`src/hw/timer_pair_map.svh`:
```
// Register map, field positions, reset values and timing counts of the timer pair
`ifndef TIMER_PAIR_MAP_SVH
`define TIMER_PAIR_MAP_SVH

// ----------------------------------------------------------------------------
// Register byte addresses (word index is the printed offset)
// ----------------------------------------------------------------------------
`define ADDR_CONTROL    8'h88
`define ADDR_MODE       8'h89
`define ADDR_LOW_ZERO   8'h8A
`define ADDR_LOW_ONE    8'h8B
`define ADDR_HIGH_ZERO  8'h8C
`define ADDR_HIGH_ONE   8'h8D
`define ADDR_CLOCK_CFG  8'h8E

// ----------------------------------------------------------------------------
// Control register fields
// ----------------------------------------------------------------------------
`define CTL_TYPE0  0
`define CTL_EXT0   1
`define CTL_TYPE1  2
`define CTL_EXT1   3
`define CTL_RUN0   4
`define CTL_OVF0   5
`define CTL_RUN1   6
`define CTL_OVF1   7

// ----------------------------------------------------------------------------
// Reset values and timing
// ----------------------------------------------------------------------------
`define RESET_BYTE     8'h00
`define PERIPH_DIV     6
`define DIV_CNT_W      3
`define FAST_DIV       2
`define STD_DIV        4

`endif

```
`src/hw/timer_pair_pkg.sv`:
```
// Types shared by the timer pair
package timer_pair_pkg;

    typedef enum logic [1:0] {
        MODE_PRESCALE,
        MODE_WIDE,
        MODE_RELOAD,
        MODE_SPLIT
    } timer_mode_t;

    typedef struct packed {
        logic       gate;
        logic       source;
        logic [1:0] mode;
    } mode_field_t;

    typedef struct packed {
        logic [7:0] high;
        logic [7:0] low;
    } count_pair_t;

endpackage : timer_pair_pkg

```
`src/hw/timer_pair.sv`:
```
// Two 16-bit timer/counters with external interrupt flags, Wishbone slave
//
// Implementation choice: the Wishbone interface to the registers.
`timescale 1ns/100ps
`default_nettype none
`include "timer_pair_map.svh"

module timer_pair
    import timer_pair_pkg::*;
(
    // Clock and reset
    input  wire logic        sys_clk,
    input  wire logic        nrst,
    // Wishbone classic slave
    input  wire logic        wb_cyc_i,
    input  wire logic        wb_stb_i,
    input  wire logic        wb_we_i,
    input  wire logic [7:0]  wb_adr_i,
    input  wire logic [3:0]  wb_sel_i,
    input  wire logic [31:0] wb_dat_i,
    output logic [31:0]      wb_dat_o,
    output logic             wb_ack_o,
    output logic             wb_err_o,
    // External pins
    input  wire logic        extIrqPinZero,
    input  wire logic        extIrqPinOne,
    input  wire logic        countPinZero,
    input  wire logic        countPinOne,
    // Interrupt controller handshake and core speed mode
    input  wire logic        vectorTimerZero,
    input  wire logic        vectorTimerOne,
    input  wire logic        vectorExtZero,
    input  wire logic        vectorExtOne,
    input  wire logic        doubleSpeedMode,
    // Requests toward interrupt controller and serial port
    output logic             irqTimerZero,
    output logic             irqTimerOne,
    output logic             irqExtZero,
    output logic             irqExtOne,
    output logic             baudTick
);

    // ------------------------------------------------------------------------
    // State
    // ------------------------------------------------------------------------
    logic [7:0]  control_q;
    logic [7:0]  modeReg_q;
    logic [1:0]  clkDouble_q;
    count_pair_t cnt0_q;
    count_pair_t cnt1_q;
    logic [`DIV_CNT_W-1:0] pre0_q;
    logic [`DIV_CNT_W-1:0] pre1_q;
    logic [`DIV_CNT_W-1:0] per0_q;
    logic [`DIV_CNT_W-1:0] per1_q;
    logic        tpin0_q;
    logic        tpin1_q;
    logic        ipin0_q;
    logic        ipin1_q;
    logic        ovf0, ovf1;

    mode_field_t field0, field1;
    timer_mode_t mode0, mode1;
    logic        wbReq, wbWrite, wbHit;
    logic [7:0]  wrByte;

    assign field0 = mode_field_t'(modeReg_q[3:0]);
    assign field1 = mode_field_t'(modeReg_q[7:4]);
    assign mode0  = timer_mode_t'(field0.mode);
    assign mode1  = timer_mode_t'(field1.mode);

    // ------------------------------------------------------------------------
    // Helpers
    // ------------------------------------------------------------------------
    // Divider period for the timer clock seen in system cycles
    // The double bit or the standard core mode gives half speed, else full speed
    function automatic logic [`DIV_CNT_W-1:0] div_last(input logic dbl, input logic x2);
        if (dbl || !x2) begin
            div_last = `DIV_CNT_W'(`FAST_DIV - 1);
        end else begin
            div_last = `DIV_CNT_W'(0);
        end
    endfunction : div_last

    // Gate term: run bit, optionally qualified by the interrupt pin
    function automatic logic gate_ok(input logic run, input logic gate, input logic pin);
        gate_ok = run && (!gate || pin);
    endfunction : gate_ok

    // ------------------------------------------------------------------------
    // Timer clock and peripheral-cycle strobes
    // ------------------------------------------------------------------------
    logic tick0, tick1, per0, per1;
    assign tick0 = (pre0_q == div_last(clkDouble_q[0], doubleSpeedMode));
    assign tick1 = (pre1_q == div_last(clkDouble_q[1], doubleSpeedMode));
    assign per0  = tick0 && (per0_q == `DIV_CNT_W'(`PERIPH_DIV - 1));
    assign per1  = tick1 && (per1_q == `DIV_CNT_W'(`PERIPH_DIV - 1));

    // Prescalers: timer clock then divide by six
    // The six-count moves only on a timer-clock tick, so a new clock
    // selection takes effect at the next tick without a short period
    always_ff @(posedge sys_clk or negedge nrst) begin
        if (!nrst) begin
            pre0_q <= '0;
            pre1_q <= '0;
            per0_q <= '0;
            per1_q <= '0;
        end else begin
            pre0_q <= tick0 ? '0 : pre0_q + 1'b1;
            pre1_q <= tick1 ? '0 : pre1_q + 1'b1;
            if (tick0) begin
                per0_q <= per0 ? '0 : per0_q + 1'b1;
            end
            if (tick1) begin
                per1_q <= per1 ? '0 : per1_q + 1'b1;
            end
        end
    end

    // Pin samples once per peripheral cycle; falling pair is one count
    // A level shorter than one peripheral cycle may never be sampled,
    // so the far side must hold each level for a full cycle
    always_ff @(posedge sys_clk or negedge nrst) begin
        if (!nrst) begin
            tpin0_q <= 1'b0;
            tpin1_q <= 1'b0;
        end else begin
            if (per0) begin
                tpin0_q <= countPinZero;
            end
            if (per1) begin
                tpin1_q <= countPinOne;
            end
        end
    end

    // Input events per timer, after gating
    // In split mode the low byte keeps timer 0's controls and the high byte
    // borrows timer 1's run bit; timer 1 stays under that same run bit, so
    // software parks it through mode 3 when it must be stopped
    logic ev0, ev1, evHigh0;
    logic src0, src1;
    assign src0 = field0.source ? (per0 && tpin0_q && !countPinZero) : per0;
    assign src1 = field1.source ? (per1 && tpin1_q && !countPinOne)  : per1;
    assign ev0  = src0 && gate_ok(control_q[`CTL_RUN0], field0.gate, extIrqPinZero);
    assign ev1  = src1 && gate_ok(control_q[`CTL_RUN1], field1.gate, extIrqPinOne)
                  && (mode1 != MODE_SPLIT);
    assign evHigh0 = (mode0 == MODE_SPLIT) && per0 && control_q[`CTL_RUN1];

    // ------------------------------------------------------------------------
    // Bus decode
    // ------------------------------------------------------------------------
    assign wbReq   = wb_cyc_i && wb_stb_i && !wb_ack_o && !wb_err_o;
    assign wbHit   = (wb_adr_i >= `ADDR_CONTROL) && (wb_adr_i <= `ADDR_CLOCK_CFG);
    assign wbWrite = wbReq && wbHit && wb_we_i && wb_sel_i[0];
    assign wrByte  = wb_dat_i[7:0];

    // Only byte lane 0 carries data; a write with that lane off is still
    // acked but changes nothing, so every access answers in the same time
    // Write strobe of one register, shared by every register process
    function automatic logic wr_hit(input logic wr, input logic [7:0] adr, input logic [7:0] target);
        wr_hit = wr && (adr == target);
    endfunction : wr_hit

    logic wrControl, wrMode, wrClock, wrLow0, wrLow1, wrHigh0, wrHigh1;
    assign wrControl = wr_hit(wbWrite, wb_adr_i, `ADDR_CONTROL);
    assign wrMode    = wr_hit(wbWrite, wb_adr_i, `ADDR_MODE);
    assign wrClock   = wr_hit(wbWrite, wb_adr_i, `ADDR_CLOCK_CFG);
    assign wrLow0    = wr_hit(wbWrite, wb_adr_i, `ADDR_LOW_ZERO);
    assign wrLow1    = wr_hit(wbWrite, wb_adr_i, `ADDR_LOW_ONE);
    assign wrHigh0   = wr_hit(wbWrite, wb_adr_i, `ADDR_HIGH_ZERO);
    assign wrHigh1   = wr_hit(wbWrite, wb_adr_i, `ADDR_HIGH_ONE);

    // ------------------------------------------------------------------------
    // Counting and overflow per mode
    // ------------------------------------------------------------------------
    // One counter body serves both timers; split high byte handled by caller
    // Bit 16 of the result is the overflow of whichever count is active
    function automatic logic [16:0] step(input count_pair_t c, input timer_mode_t m, input logic ev);
        logic [5:0] p;
        logic [8:0] h;
        logic [8:0] l;
        logic [16:0] w;
        step = {1'b0, c};
        p = {1'b0, c.low[4:0]} + 6'h01;
        h = {1'b0, c.high} + 9'h001;
        l = {1'b0, c.low} + 9'h001;
        w = {1'b0, c} + 17'h00001;
        if (ev) begin
            case (m)
                MODE_PRESCALE: begin
                    if (p[5]) begin
                        step = {h[8], h[7:0], c.low[7:5], 5'h00};
                    end else begin
                        step = {1'b0, c.high, c.low[7:5], p[4:0]};
                    end
                end
                MODE_WIDE:   step = w;
                MODE_RELOAD: step = l[8] ? {1'b1, c.high, c.high}
                                         : {1'b0, c.high, l[7:0]};
                MODE_SPLIT:  step = {l[8], c.high, l[7:0]};
                default:     step = {1'b0, c};
            endcase
        end
    endfunction : step

    logic [16:0] nx0, nx1;
    logic [8:0]  hi0;
    assign nx0  = step(cnt0_q, mode0, ev0);
    assign nx1  = step(cnt1_q, mode1, ev1);
    assign hi0  = {1'b0, cnt0_q.high} + 9'h001;
    assign ovf0 = nx0[16];
    assign ovf1 = nx1[16] || (evHigh0 && hi0[8]);

    // Count bytes: software write replaces the byte, otherwise hardware step
    // The write lands after the step in the same cycle, so a preset is never
    // lost to a concurrent increment; presetting a running timer is still
    // unsafe for the other byte, which keeps counting
    always_ff @(posedge sys_clk or negedge nrst) begin
        if (!nrst) begin
            cnt0_q <= '0;
            cnt1_q <= '0;
        end else begin
            cnt0_q <= nx0[15:0];
            cnt1_q <= nx1[15:0];
            if (evHigh0) begin
                cnt0_q.high <= hi0[7:0];
            end
            if (wrLow0) begin
                cnt0_q.low <= wrByte;
            end
            if (wrHigh0) begin
                cnt0_q.high <= wrByte;
            end
            if (wrLow1) begin
                cnt1_q.low <= wrByte;
            end
            if (wrHigh1) begin
                cnt1_q.high <= wrByte;
            end
        end
    end

    // ------------------------------------------------------------------------
    // External interrupt detection
    // ------------------------------------------------------------------------
    // Pin history resets to the idle high level, so no false falling edge
    // follows reset; a pin held low through reset raises no edge either,
    // only a level request, as reset leaves level mode chosen
    always_ff @(posedge sys_clk or negedge nrst) begin
        if (!nrst) begin
            ipin0_q <= 1'b1;
            ipin1_q <= 1'b1;
        end else begin
            ipin0_q <= extIrqPinZero;
            ipin1_q <= extIrqPinOne;
        end
    end

    logic ext0Set, ext1Set;
    assign ext0Set = control_q[`CTL_TYPE0] ? (ipin0_q && !extIrqPinZero) : !extIrqPinZero;
    assign ext1Set = control_q[`CTL_TYPE1] ? (ipin1_q && !extIrqPinOne)  : !extIrqPinOne;

    // ------------------------------------------------------------------------
    // Control register: hardware sets win over software writes and vectoring
    // ------------------------------------------------------------------------
    logic [7:0] control_d;

    // Next control value; the hardware sets come last so that they win
    // over a software write or a vector clear in the same cycle
    always_comb begin
        control_d = control_q;
        if (wrControl) begin
            control_d = wrByte;
        end
        if (vectorTimerZero) begin
            control_d[`CTL_OVF0] = 1'b0;
        end
        if (vectorTimerOne) begin
            control_d[`CTL_OVF1] = 1'b0;
        end
        if (vectorExtZero && control_q[`CTL_TYPE0]) begin
            control_d[`CTL_EXT0] = 1'b0;
        end
        if (vectorExtOne && control_q[`CTL_TYPE1]) begin
            control_d[`CTL_EXT1] = 1'b0;
        end
        if (!control_q[`CTL_TYPE0]) begin
            control_d[`CTL_EXT0] = ext0Set;  // Level mode follows the pin
        end
        if (!control_q[`CTL_TYPE1]) begin
            control_d[`CTL_EXT1] = ext1Set;
        end
        control_d[`CTL_OVF0] = control_d[`CTL_OVF0] | ovf0;
        control_d[`CTL_OVF1] = control_d[`CTL_OVF1] | ovf1;
        control_d[`CTL_EXT0] = control_d[`CTL_EXT0] | ext0Set;
        control_d[`CTL_EXT1] = control_d[`CTL_EXT1] | ext1Set;
    end

    // Control register stage
    always_ff @(posedge sys_clk or negedge nrst) begin
        if (!nrst) begin
            control_q <= `RESET_BYTE;
        end else begin
            control_q <= control_d;
        end
    end

    // Mode and clock-config registers, software owned
    always_ff @(posedge sys_clk or negedge nrst) begin
        if (!nrst) begin
            modeReg_q   <= `RESET_BYTE;
            clkDouble_q <= 2'h0;
        end else begin
            if (wrMode) begin
                modeReg_q <= wrByte;
            end
            if (wrClock) begin
                clkDouble_q <= wrByte[1:0];
            end
        end
    end

    // ------------------------------------------------------------------------
    // Bus answer: one-cycle ack, error for unmapped addresses
    // ------------------------------------------------------------------------
    // Answers are registered: one wait state on every access, traded for a
    // short path from the decoder; a held request is not taken again while
    // its answer stands
    always_ff @(posedge sys_clk or negedge nrst) begin
        if (!nrst) begin
            wb_ack_o <= 1'b0;
            wb_err_o <= 1'b0;
            wb_dat_o <= '0;
        end else begin
            wb_ack_o <= wbReq && wbHit;
            wb_err_o <= wbReq && !wbHit;
            wb_dat_o <= '0;
            if (wbReq && !wb_we_i) begin
                case (wb_adr_i)
                    `ADDR_CONTROL:   wb_dat_o <= {24'h000000, control_q};
                    `ADDR_MODE:      wb_dat_o <= {24'h000000, modeReg_q};
                    `ADDR_LOW_ZERO:  wb_dat_o <= {24'h000000, cnt0_q.low};
                    `ADDR_LOW_ONE:   wb_dat_o <= {24'h000000, cnt1_q.low};
                    `ADDR_HIGH_ZERO: wb_dat_o <= {24'h000000, cnt0_q.high};
                    `ADDR_HIGH_ONE:  wb_dat_o <= {24'h000000, cnt1_q.high};
                    `ADDR_CLOCK_CFG: wb_dat_o <= {30'h00000000, clkDouble_q};
                    default:         wb_dat_o <= '0;
                endcase
            end
        end
    end

    // ------------------------------------------------------------------------
    // Registered request outputs
    // ------------------------------------------------------------------------
    // Request outputs trail the control register by one cycle, so a vector
    // pulse must be judged against the register, not against these copies;
    // the baud tick is timer 1's own overflow only
    always_ff @(posedge sys_clk or negedge nrst) begin
        if (!nrst) begin
            irqTimerZero <= 1'b0;
            irqTimerOne  <= 1'b0;
            irqExtZero   <= 1'b0;
            irqExtOne    <= 1'b0;
            baudTick     <= 1'b0;
        end else begin
            irqTimerZero <= control_q[`CTL_OVF0];
            irqTimerOne  <= control_q[`CTL_OVF1];
            irqExtZero   <= control_q[`CTL_EXT0];
            irqExtOne    <= control_q[`CTL_EXT1];
            baudTick     <= nx1[16];
        end
    end

endmodule : timer_pair
`default_nettype wire

```
`config.mk`:
```
export PLATFORM = sky130hd
export DESIGN_NAME = timer_pair
export DESIGN_NICKNAME = d
export VERILOG_FILES = /design/src/hw/timer_pair_pkg.sv /design/src/hw/timer_pair.sv
export VERILOG_INCLUDE_DIRS = /design/src /design/src/hw
export SDC_FILE = /design/constraint.sdc
export NUM_CORES = 1
export LEC_CHECK = 0
export BUFFER_PORTS_ARGS = -buffer_cell sky130_fd_sc_hd__buf_2
export CORE_MARGIN = 2
export CORE_UTILIZATION = 45
export CTS_BUF_LIST = sky130_fd_sc_hd__clkbuf_4
export DETAILED_ROUTE_END_ITERATION = 10
export HOLD_SLACK_MARGIN = 0.15
export PLACE_DENSITY = 0.78
export SLEW_MARGIN = 10
export SYNTH_ARGS = -nofsm -noshare
export SYNTH_HDL_FRONTEND = slang
export SYNTH_SLANG_ARGS = --single-unit
export TNS_END_PERCENT = 10
```
`constraint.sdc`:
```
create_clock -name sys_clk -period 5.1 [get_ports sys_clk]
set_input_delay 0.51 -clock sys_clk [delete_from_list [all_inputs] [get_ports sys_clk]]
set_output_delay 0.51 -clock sys_clk [all_outputs]
set_load 0.02 [all_outputs]
```
==> impl_results.md, run 1 <==
- TNS Setup: 0 ns
- CTS tree: yes
- Slew @ Worst Pin: between 1 and 1.5 ns
- M1 wire length: ~6200 um
- Synthesis Warnings: 0
- Grt total ovfl: 0
- Worst Hold Class: in -> reg
- Outcome: completed
- Critical path capture point type: register
- Sink Count: between 80 and 90
- Worst IR Drop VDD: roughly 140 uV
- Share of the synthesized area in the top cell type: a little under two fifths
- Largest net degree at the start of global routing: 82
- Synthesized area: roughly 5300 um^2
- Core area: roughly 11000 um^2
- DIE WIDTH: roughly 110 um
- Layout Utilization: about half
- GRT Total Usage: between 20 and 25%
- Final setup violation count: 0
- Logic gate share of total power: between 10% and 20%
- Sw power: 0.000444 W
- Maximum fanout along the worst path: 24
- Fmax: approximately 0.4 GHz
- Internal: slightly below 0.001 W
- Met2 WL: roughly 6200 um
- DR top layer: met4
- RSZ-0062 raised after global routing: false
- Max-slew violation count: 0
- First-pass GRT wire length: 23000 um
- Arrival time of the worst setup path: roughly 2.9 ns
- Pwr dens: 254 nW/um^2
- Post-Layout Cell Count: approximately 800
- Total Power: ~0.0014 W
- Initial antenna violation count: 1
- Period minus WS final: 2.52 ns
- Mean Syn Cell Area: approximately 8.7 um^2
- DRC viols: 0
- Pre-antenna DRT Iters: 5
- Post-Synthesis Cells: 609
- Sequential power share: roughly 53%
- Clock buffer count from CTS: 9
- Num ports: slightly below 100
- Sw Ratio: 31.1%
- Clock buffer depth: 2
- Post-synth EDFFs: 0
- Final HPWL DP: just over 10000 um
- Post-CTS Setup Inserts: 0
- Worst EP required: 5.44 ns
- Drt total wl: about 14000 um
- FILL cells: between 1000 and 1500
- Final hold vios: 0
- Layout net count: approximately 700
- Slew margin rel.: between 30% and 40%
- Vias/cell: 6.15
- P&R area growth vs syn: 6.00%
- WL met3: about 1100 um
- Vias in the first global route: 4435
- DRT iter0 DRCs: between 400 and 500
- Post-synthesis register bit count: between 80 and 90
- Crit Path Class: reg -> reg
- Chip height: 112 um
- DR WL/cell: roughly 18 um
- Clk Latency, worst-skew pair: between 0.4 and 0.5 ns
- # rows: 39
- Max_cap viols: 0
- Top FF cell, synth: dfrtp_1
- Root Buffer: clkbuf_4
- Asr flop ratio synth: 100%
- H-tree depth: 3
- Fin crit share: between 40% and 50%
- Leading area contributor after synthesis: dfrtp_1
- Layout cells sized above 1: 15.1%
- Seq/Total Area, Yosys: between 30% and 40%
- Die area: between 10000 and 15000 um^2
- Routability congestion estimate from global placement: ~0.9
- Layout Skew: roughly 0.017 ns
- Via count of the routed design: 4782
- Clock power frac: about 28%
- Initial Util: a little under half
- Synth area leaders: dfrtp_1 37%, nand2_1 4.7%, o21ai_0 4.5%, mux2_2 4.0%, buf_4 3.4%
- Crit path launch type: register
- Count of cell types in the netlist: between 60 and 70
- Remaining antenna violation count: 0
- Clock-pin slew on the worst setup and hold paths: about 0.13 ns
- PortBufs: 45
- Cells after DPL: between 700 and 800
- Leakage: between 2 and 2.5 nW
power groups by stage:
stage                     clock network (W)  logic, W  registers (W)
after floorplan                           0  0.000214       0.000757
after global placement                    0  0.000254       0.000764
after detailed placement                  0  0.000273       0.000771
after CTS                          0.000406  0.000274       0.000758
after global routing               0.000438  0.000315       0.000769
final                              0.000398  0.000271       0.000758
kinds of logic after synthesis:
family	count (synthesis)	synth area share, %
AOI/OAI and AO/OA	161	19.0
other	1	0.0708
muxes	34	7.82
adders and majority gates	10	2.36
buffers and inverters	72	7.11
and+or+nand+nor	233	22.3
DFF	81	38.3
xor gates and xnor gates	17	2.95
sequential cells by signal, summed over array words and instances (netlist names), 3 cells and up:
name,count
cnt0_q,16
cnt1_q,16
control_q,8
modeReg_q,8
per0_q,3
per1_q,3
pre0_q,3
pre1_q,3
wb_dat_o,8
routing by layer:
layer | global-route usage, % | vias to the layer above
li1 | - | 2223
met1 | 32.3 | 2301
met2 | 34.8 | 224
met3 | 3.13 | 34
met4 | 8.62 | 0
met5 | 0 | -
final timing paths:
| path | slack [ns] | startpoint | cells after the start | endpoint |
|---|---|---|---|---|
| max in group asynchronous | 4.21 | nrst | 1 | wb_dat_o[3] |
| worst max register to register | 2.58 | modeReg_q[0] | 5 | cnt0_q[11] |
| worst min-delay path | 0.19 | extIrqPinZero | 1 | ipin0_q |
| worst min register to register | 0.43 | control_q[5] | 0 | irqTimerZero |
| min in group asynchronous | 0.24 | nrst | 1 | per1_q[0] |
| worst max-delay path | 2.58 | modeReg_q[0] | 5 | cnt0_q[11] |
synthesized netlist by cell type (all sizes together), types with 13 or more instances:
cell type,n
dfrtp,79
nand2,66
o21ai,52
nor2,48
buf,35
a21oi,33
clkbuf,25
nand3,24
nor3,22
mux2,19
nor2b,15
xnor2,13
placed cells by master (no fill, tap or decap), types with 3 or more instances in the layout:
master,synthesis,final
dfrtp_1,79,79
nand2_1,66,66
o21ai_0,48,48
nor2_1,48,48
buf_2,7,44
a21oi_1,33,33
nand3_1,24,24
conb_1,1,24
nor3_1,21,21
mux2_2,19,19
nor2b_1,13,13
a31oi_1,12,12
xnor2_1,12,12
inv_1,12,12
clkbuf_4,0,12
mux2i_1,11,11
and3_1,11,11
a22oi_1,10,10
o22ai_1,10,10
ha_1,10,10
nand4_1,7,7
a211oi_1,7,7
nand2b_1,6,6
nor4_1,6,6
or3_1,5,5
and4_1,5,5
and2_1,5,5
mux4_2,4,4
o32ai_1,4,4
o21a_1,4,4
xor2_1,4,4
a32oi_1,3,3
o2111ai_1,3,3
o211ai_1,3,3
o21ai_1,3,3
o31ai_1,3,3
through the flow:
step	hold WS [ns]	setup slack [ns]	instance area, um^2
after global placement	0.389	2.47	5460
after CTS	0.166	2.60	5600
after detailed placement	0.400	2.51	5460
final	0.192	2.58	5610
after global routing	0.160	2.41	5610
after floorplan	0.214	2.98	5380
timing repair:
| action | in CTS | in global routing |
|---|---|---|
| endpoints found under the hold margin | 0 | 1 |
| hold buffers | 0 | 1 |
| resized for setup | 0 | 0 |
critical path, stage by stage, from the launching register on:
cell and delay (ns):
dfrtp_1 0.87, nand3_1 0.29, a211oi_1 0.38, o21ai_0 0.31, a32o_1 0.30, mux2_2 0.25
cell type report:
class / count / area [um^2] / share of cell area [%]
Sequential cell: 81 / 2030 / 36.1
Antenna cell: 1 / 2.50 / 0.0446
Multi-Input combinational cell: 479 / 2980 / 53.0
Timing Repair Buffer: 46 / 238 / 4.23
Clock inverter: 4 / 53.8 / 0.958
Clock buffer: 12 / 90.1 / 1.60
Tap cell: 143 / 179 / 3.19
Inverter: 12 / 45.0 / 0.802
Note: power is estimated with default switching activity, not from simulation.
==> run 2, diff against run 1 <==
Settings changed: ABC_AREA set to 1, PLACE_DENSITY 0.78 to 0.8.
Clock period 5.1 ns to 2 ns, I/O delays scaled along.
==> run 2 against run 1 <==
Compared with the run above: power grew 140%; worst setup slack lost 2.4 ns; clock skew grew 0.0082 ns; register-to-register slack lost 2.4 ns; cell count grew 45%; critical path type unchanged; critical endpoint is now cnt0_q[10].
==> impl_results.md, run 2 <==
- Outcome: completed
- Asr flop ratio synth: 100% (unchanged)
- Num ports: 97 (unchanged)
- Internal: 0.00230 W (+130%)
- Fin crit share: 92.2% (+43 points)
- Clock-pin slew on the worst setup and hold paths: 0.15 ns (+0.02 ns)
- Area of placed instances: 6210 um^2 (+14%)
- Worst Hold Class: in -> reg
- Routability congestion estimate from global placement: 0.973 (+7.0%)
- Logic gate share of total power: 19.7% (+0.7 points)
- Pwr dens: 528 nW/um^2 (+110%)
- Vias/cell: 5.14 (-16%)
- CP max stage cell: dfrtp_1
- Cells after DPL: 1087 (+43%)
- Slew margin rel.: 57.6% (+27 points)
- Synth cell count leaders: 285 x nand2_1, 110 x inv_1, 86 x nor2_1, 79 x dfrtp_1, 77 x nand3_1
- Layout Skew: 0.0249 ns (+0.00819 ns)
- DIE WIDTH: 116 um (+3.5%)
- Most common cell on crit path: nand2_1
- CP Cell Sequence: inv_1 -> ha_1 -> nand2_1 -> inv_1 -> nand4_1 -> buf_4 -> nor2_2 -> buf_4 -> nor2_2 -> nand2_1 -> nand2_1 -> nand2_1 -> nand3_1
- Final HPWL DP: 12200 um (+22%)
- Sequential power share: 54.0% (+0.9 points)
- PortBufs: 45 (unchanged)
- Crit-path max cell delay: 0.43 ns (-0.44 ns)
- Crit Path Class: reg -> reg
- Seq/Total Area, Yosys: 35.7% (-2.6 points)
- Leakage: 3.45 nW (+47%)
- DRT iter0 DRCs: 528 (+15%)
- Post-route cell area: 6570 um^2 (+17%)
- Post-Synthesis Cells: 852 (+40%)
- Pre-antenna DRT Iters: 5 (unchanged)
- DR WL/cell: 14.4 um (-20%)
- Mean Syn Cell Area: 6.67 um^2 (-23%)
- Sw power: 0.00117 W (+160%)
- Count of cell types in the netlist: 40 (-42%)
- Fmax: 0.542 GHz (+36%)
- Post-synthesis register bit count: 81 (unchanged)
- First-pass GRT wire length: 26400 um (+15%)
- DRC viols: 0 (unchanged)
- Clock buffer depth: 2 (unchanged)
- Clock buffer count from CTS: 9 (unchanged)
- Maximum fanout along the worst path: 8 (-67%)
- # rows: 41 (+5.1%)
- Critical path's top delay family: simple AND/OR/NAND/NOR gates
- Biggest regs: cnt0_q (16), cnt1_q (16)
- Largest net degree at the start of global routing: 49 (-40%)
- Total Power: 0.00347 W (+140%)
- Clk Latency, worst-skew pair: 0.48 ns (+0.03 ns)
- Drt total wl: 16200 um (+16%)
- Vias in the first global route: 5403 (+22%)
- Worst IR Drop VDD: 297 uV (+110%)
- Final worst slack: 0.157 ns (-2.43 ns)
- Crit path launch type: register
- Sw Ratio: 33.6% (+2.5 points)
- GRT Total Usage: 25.4% (+2.9 points)
- Top FF cell, synth: dfrtp_1
- Core area: 12500 um^2 (+8.7%)
- Initial Util: 45.6% (-0.60 points)
- Critical path capture point type: register
- Layout net count: 1017 (+46%)
- Via count of the routed design: 5790 (+21%)
- Period minus WS final: 1.84 ns (-0.672 ns)
- CTS tree: yes
- Sink Count: 81 (unchanged)
- H-tree depth: 3 (unchanged)
- Grt total ovfl: 0 (unchanged)
- Leading area contributor after synthesis: dfrtp_1
- Remaining antenna violation count: 0 (unchanged)
- Layout cells sized above 1: 14.5% (-0.68 points)
- Critical path buffers and inverters: 4 (+4)
- Synthesized area: 5680 um^2 (+7.3%)
- Cell with the most instances after synthesis: nand2_1
- Initial antenna violation count: 0 (-1)
- Synth area leaders: dfrtp_1 35%, nand2_1 19%, inv_1 7.3%, nand3_1 6.8%, nor2_1 5.7%
- Chip height: 116 um (+3.5%)
- P&R area growth vs syn: 15.6%
- N_diodes: 0 (-1)
- Max-slew violation count: 0 (unchanged)
- Post-Layout Cell Count: 1126 (+45%)
- Layout Utilization: 52.7% (+3.8 points)
- Most common cell after layout, fill and taps aside: nand2_1
- Final setup violation count: 0 (unchanged)
- Share of the synthesized area in the top cell type: 34.8% (-2.5 points)
- Worst EP required: 2.36 ns (-3.08 ns)
- Root Buffer: clkbuf_4
- Clock power frac: 26.3% (-1.6 points)
- Die area: 13500 um^2 (+7.0%)
- Post-synth EDFFs: 0 (unchanged)
- Place WS: 0.103 ns (-2.40 ns)
- Most frequent cells in the layout: 285 x nand2_1, 108 x inv_1, 82 x nor2_1, 78 x dfrtp_1, 77 x nand3_1
- Max_cap viols: 0 (unchanged)
- RSZ-0062 raised after global routing: true
- Arrival time of the worst setup path: 2.21 ns (-0.64 ns)
- Slew @ Worst Pin: 0.636 ns (-0.398 ns)
- Synthesis Warnings: 0 (unchanged)
- Final hold vios: 0 (unchanged)
## run 2: cell count changes in the layout (fill, tap and decap cells not counted), sizes merged, moves of 18 or more
cell / change
nand2: +229
nor2: +49
inv: +107
buf: +34
dlygate4sd3: +20
mux2: -19
nand3: +56
a21oi: -24
nor3: -18
## run 2: metrics by stage
| step | TNS (ns) | hold slack (ns) |
|---|---|---|
| floorplan | 0 | -0.0956 |
| global placement | 0 | 0.266 |
| detailed placement | 0 | 0.271 |
| CTS | 0 | 0.207 |
| global route | -0.168 | 0.227 |
| finish | 0 | 0.230 |
## run 2: final cells by class
class | count | area (um^2)
Fill cell | 1223 | 5890
Clock buffer | 9 | 67.6
Timing Repair Buffer | 100 | 709
Clock inverter | 7 | 53.8
Multi-Input combinational cell | 640 | 3060
Tap cell | 172 | 215
Sequential cell | 81 | 2030
Inverter | 117 | 439
## run 2: worst min-delay path: stages
cell,delay (ns)
buf_2,0.14
nor3_4,0.06
nand2_4,0.15
o21ai_1,0.08
nand2_1,0.05
## run 2: final timing paths
path | startpoint | end | slack, ns | cells after the start
min in group asynchronous | nrst | cnt0_q[8] | 0.28 | 2
worst max register to register | per0_q[1] | cnt0_q[10] | 0.16 | 13
worst max-delay path | per0_q[1] | cnt0_q[10] | 0.16 | 13
worst min-delay path | wb_adr_i[0] | cnt0_q[4] | 0.23 | 5
max in group asynchronous | nrst | per0_q[0] | 1.12 | 3
worst min register to register | control_q[5] | irqTimerZero | 0.40 | 0
## run 2: logic make-up after synthesis
| group | Yosys count | share of synthesized area [%] |
|---|---|---|
| adder cells (fa/ha/maj) | 10 | 2.20 |
| AND/OR/NAND/NOR | 493 | 37.6 |
| other | 1 | 0.0660 |
| XOR/XNOR | 15 | 2.31 |
| AO/OA/AOI/OAI | 98 | 9.84 |
| buffers and inverters | 154 | 12.3 |
| flip-flops | 81 | 35.7 |
## run 2: repair_timing
item	4_1_cts	5_1_grt
hold buffers	21	0
resized for setup	0	9
hold endpoints to repair	86	0
setup endpoints to repair	0	19
buffers inserted	0	2
## run 2: routing by layer
metal  share of wire, %  global-route usage, %  vias up
li1                   -                      -     2847
met1                 43                   34.0     2641
met2                 45                   40.3      266
met3                9.3                   6.28       36
met4                3.1                   8.65        0
met5                  0                      0        -
## run 2: power by group through the flow
stage               combinational, W  sequential (W)  clock, W
finish                      0.000682         0.00187  0.000914
global placement            0.000617         0.00189         0
floorplan                   0.000473         0.00189         0
CTS                         0.000680         0.00187  0.000947
detailed placement          0.000647         0.00190         0
global route                0.000790         0.00189   0.00101
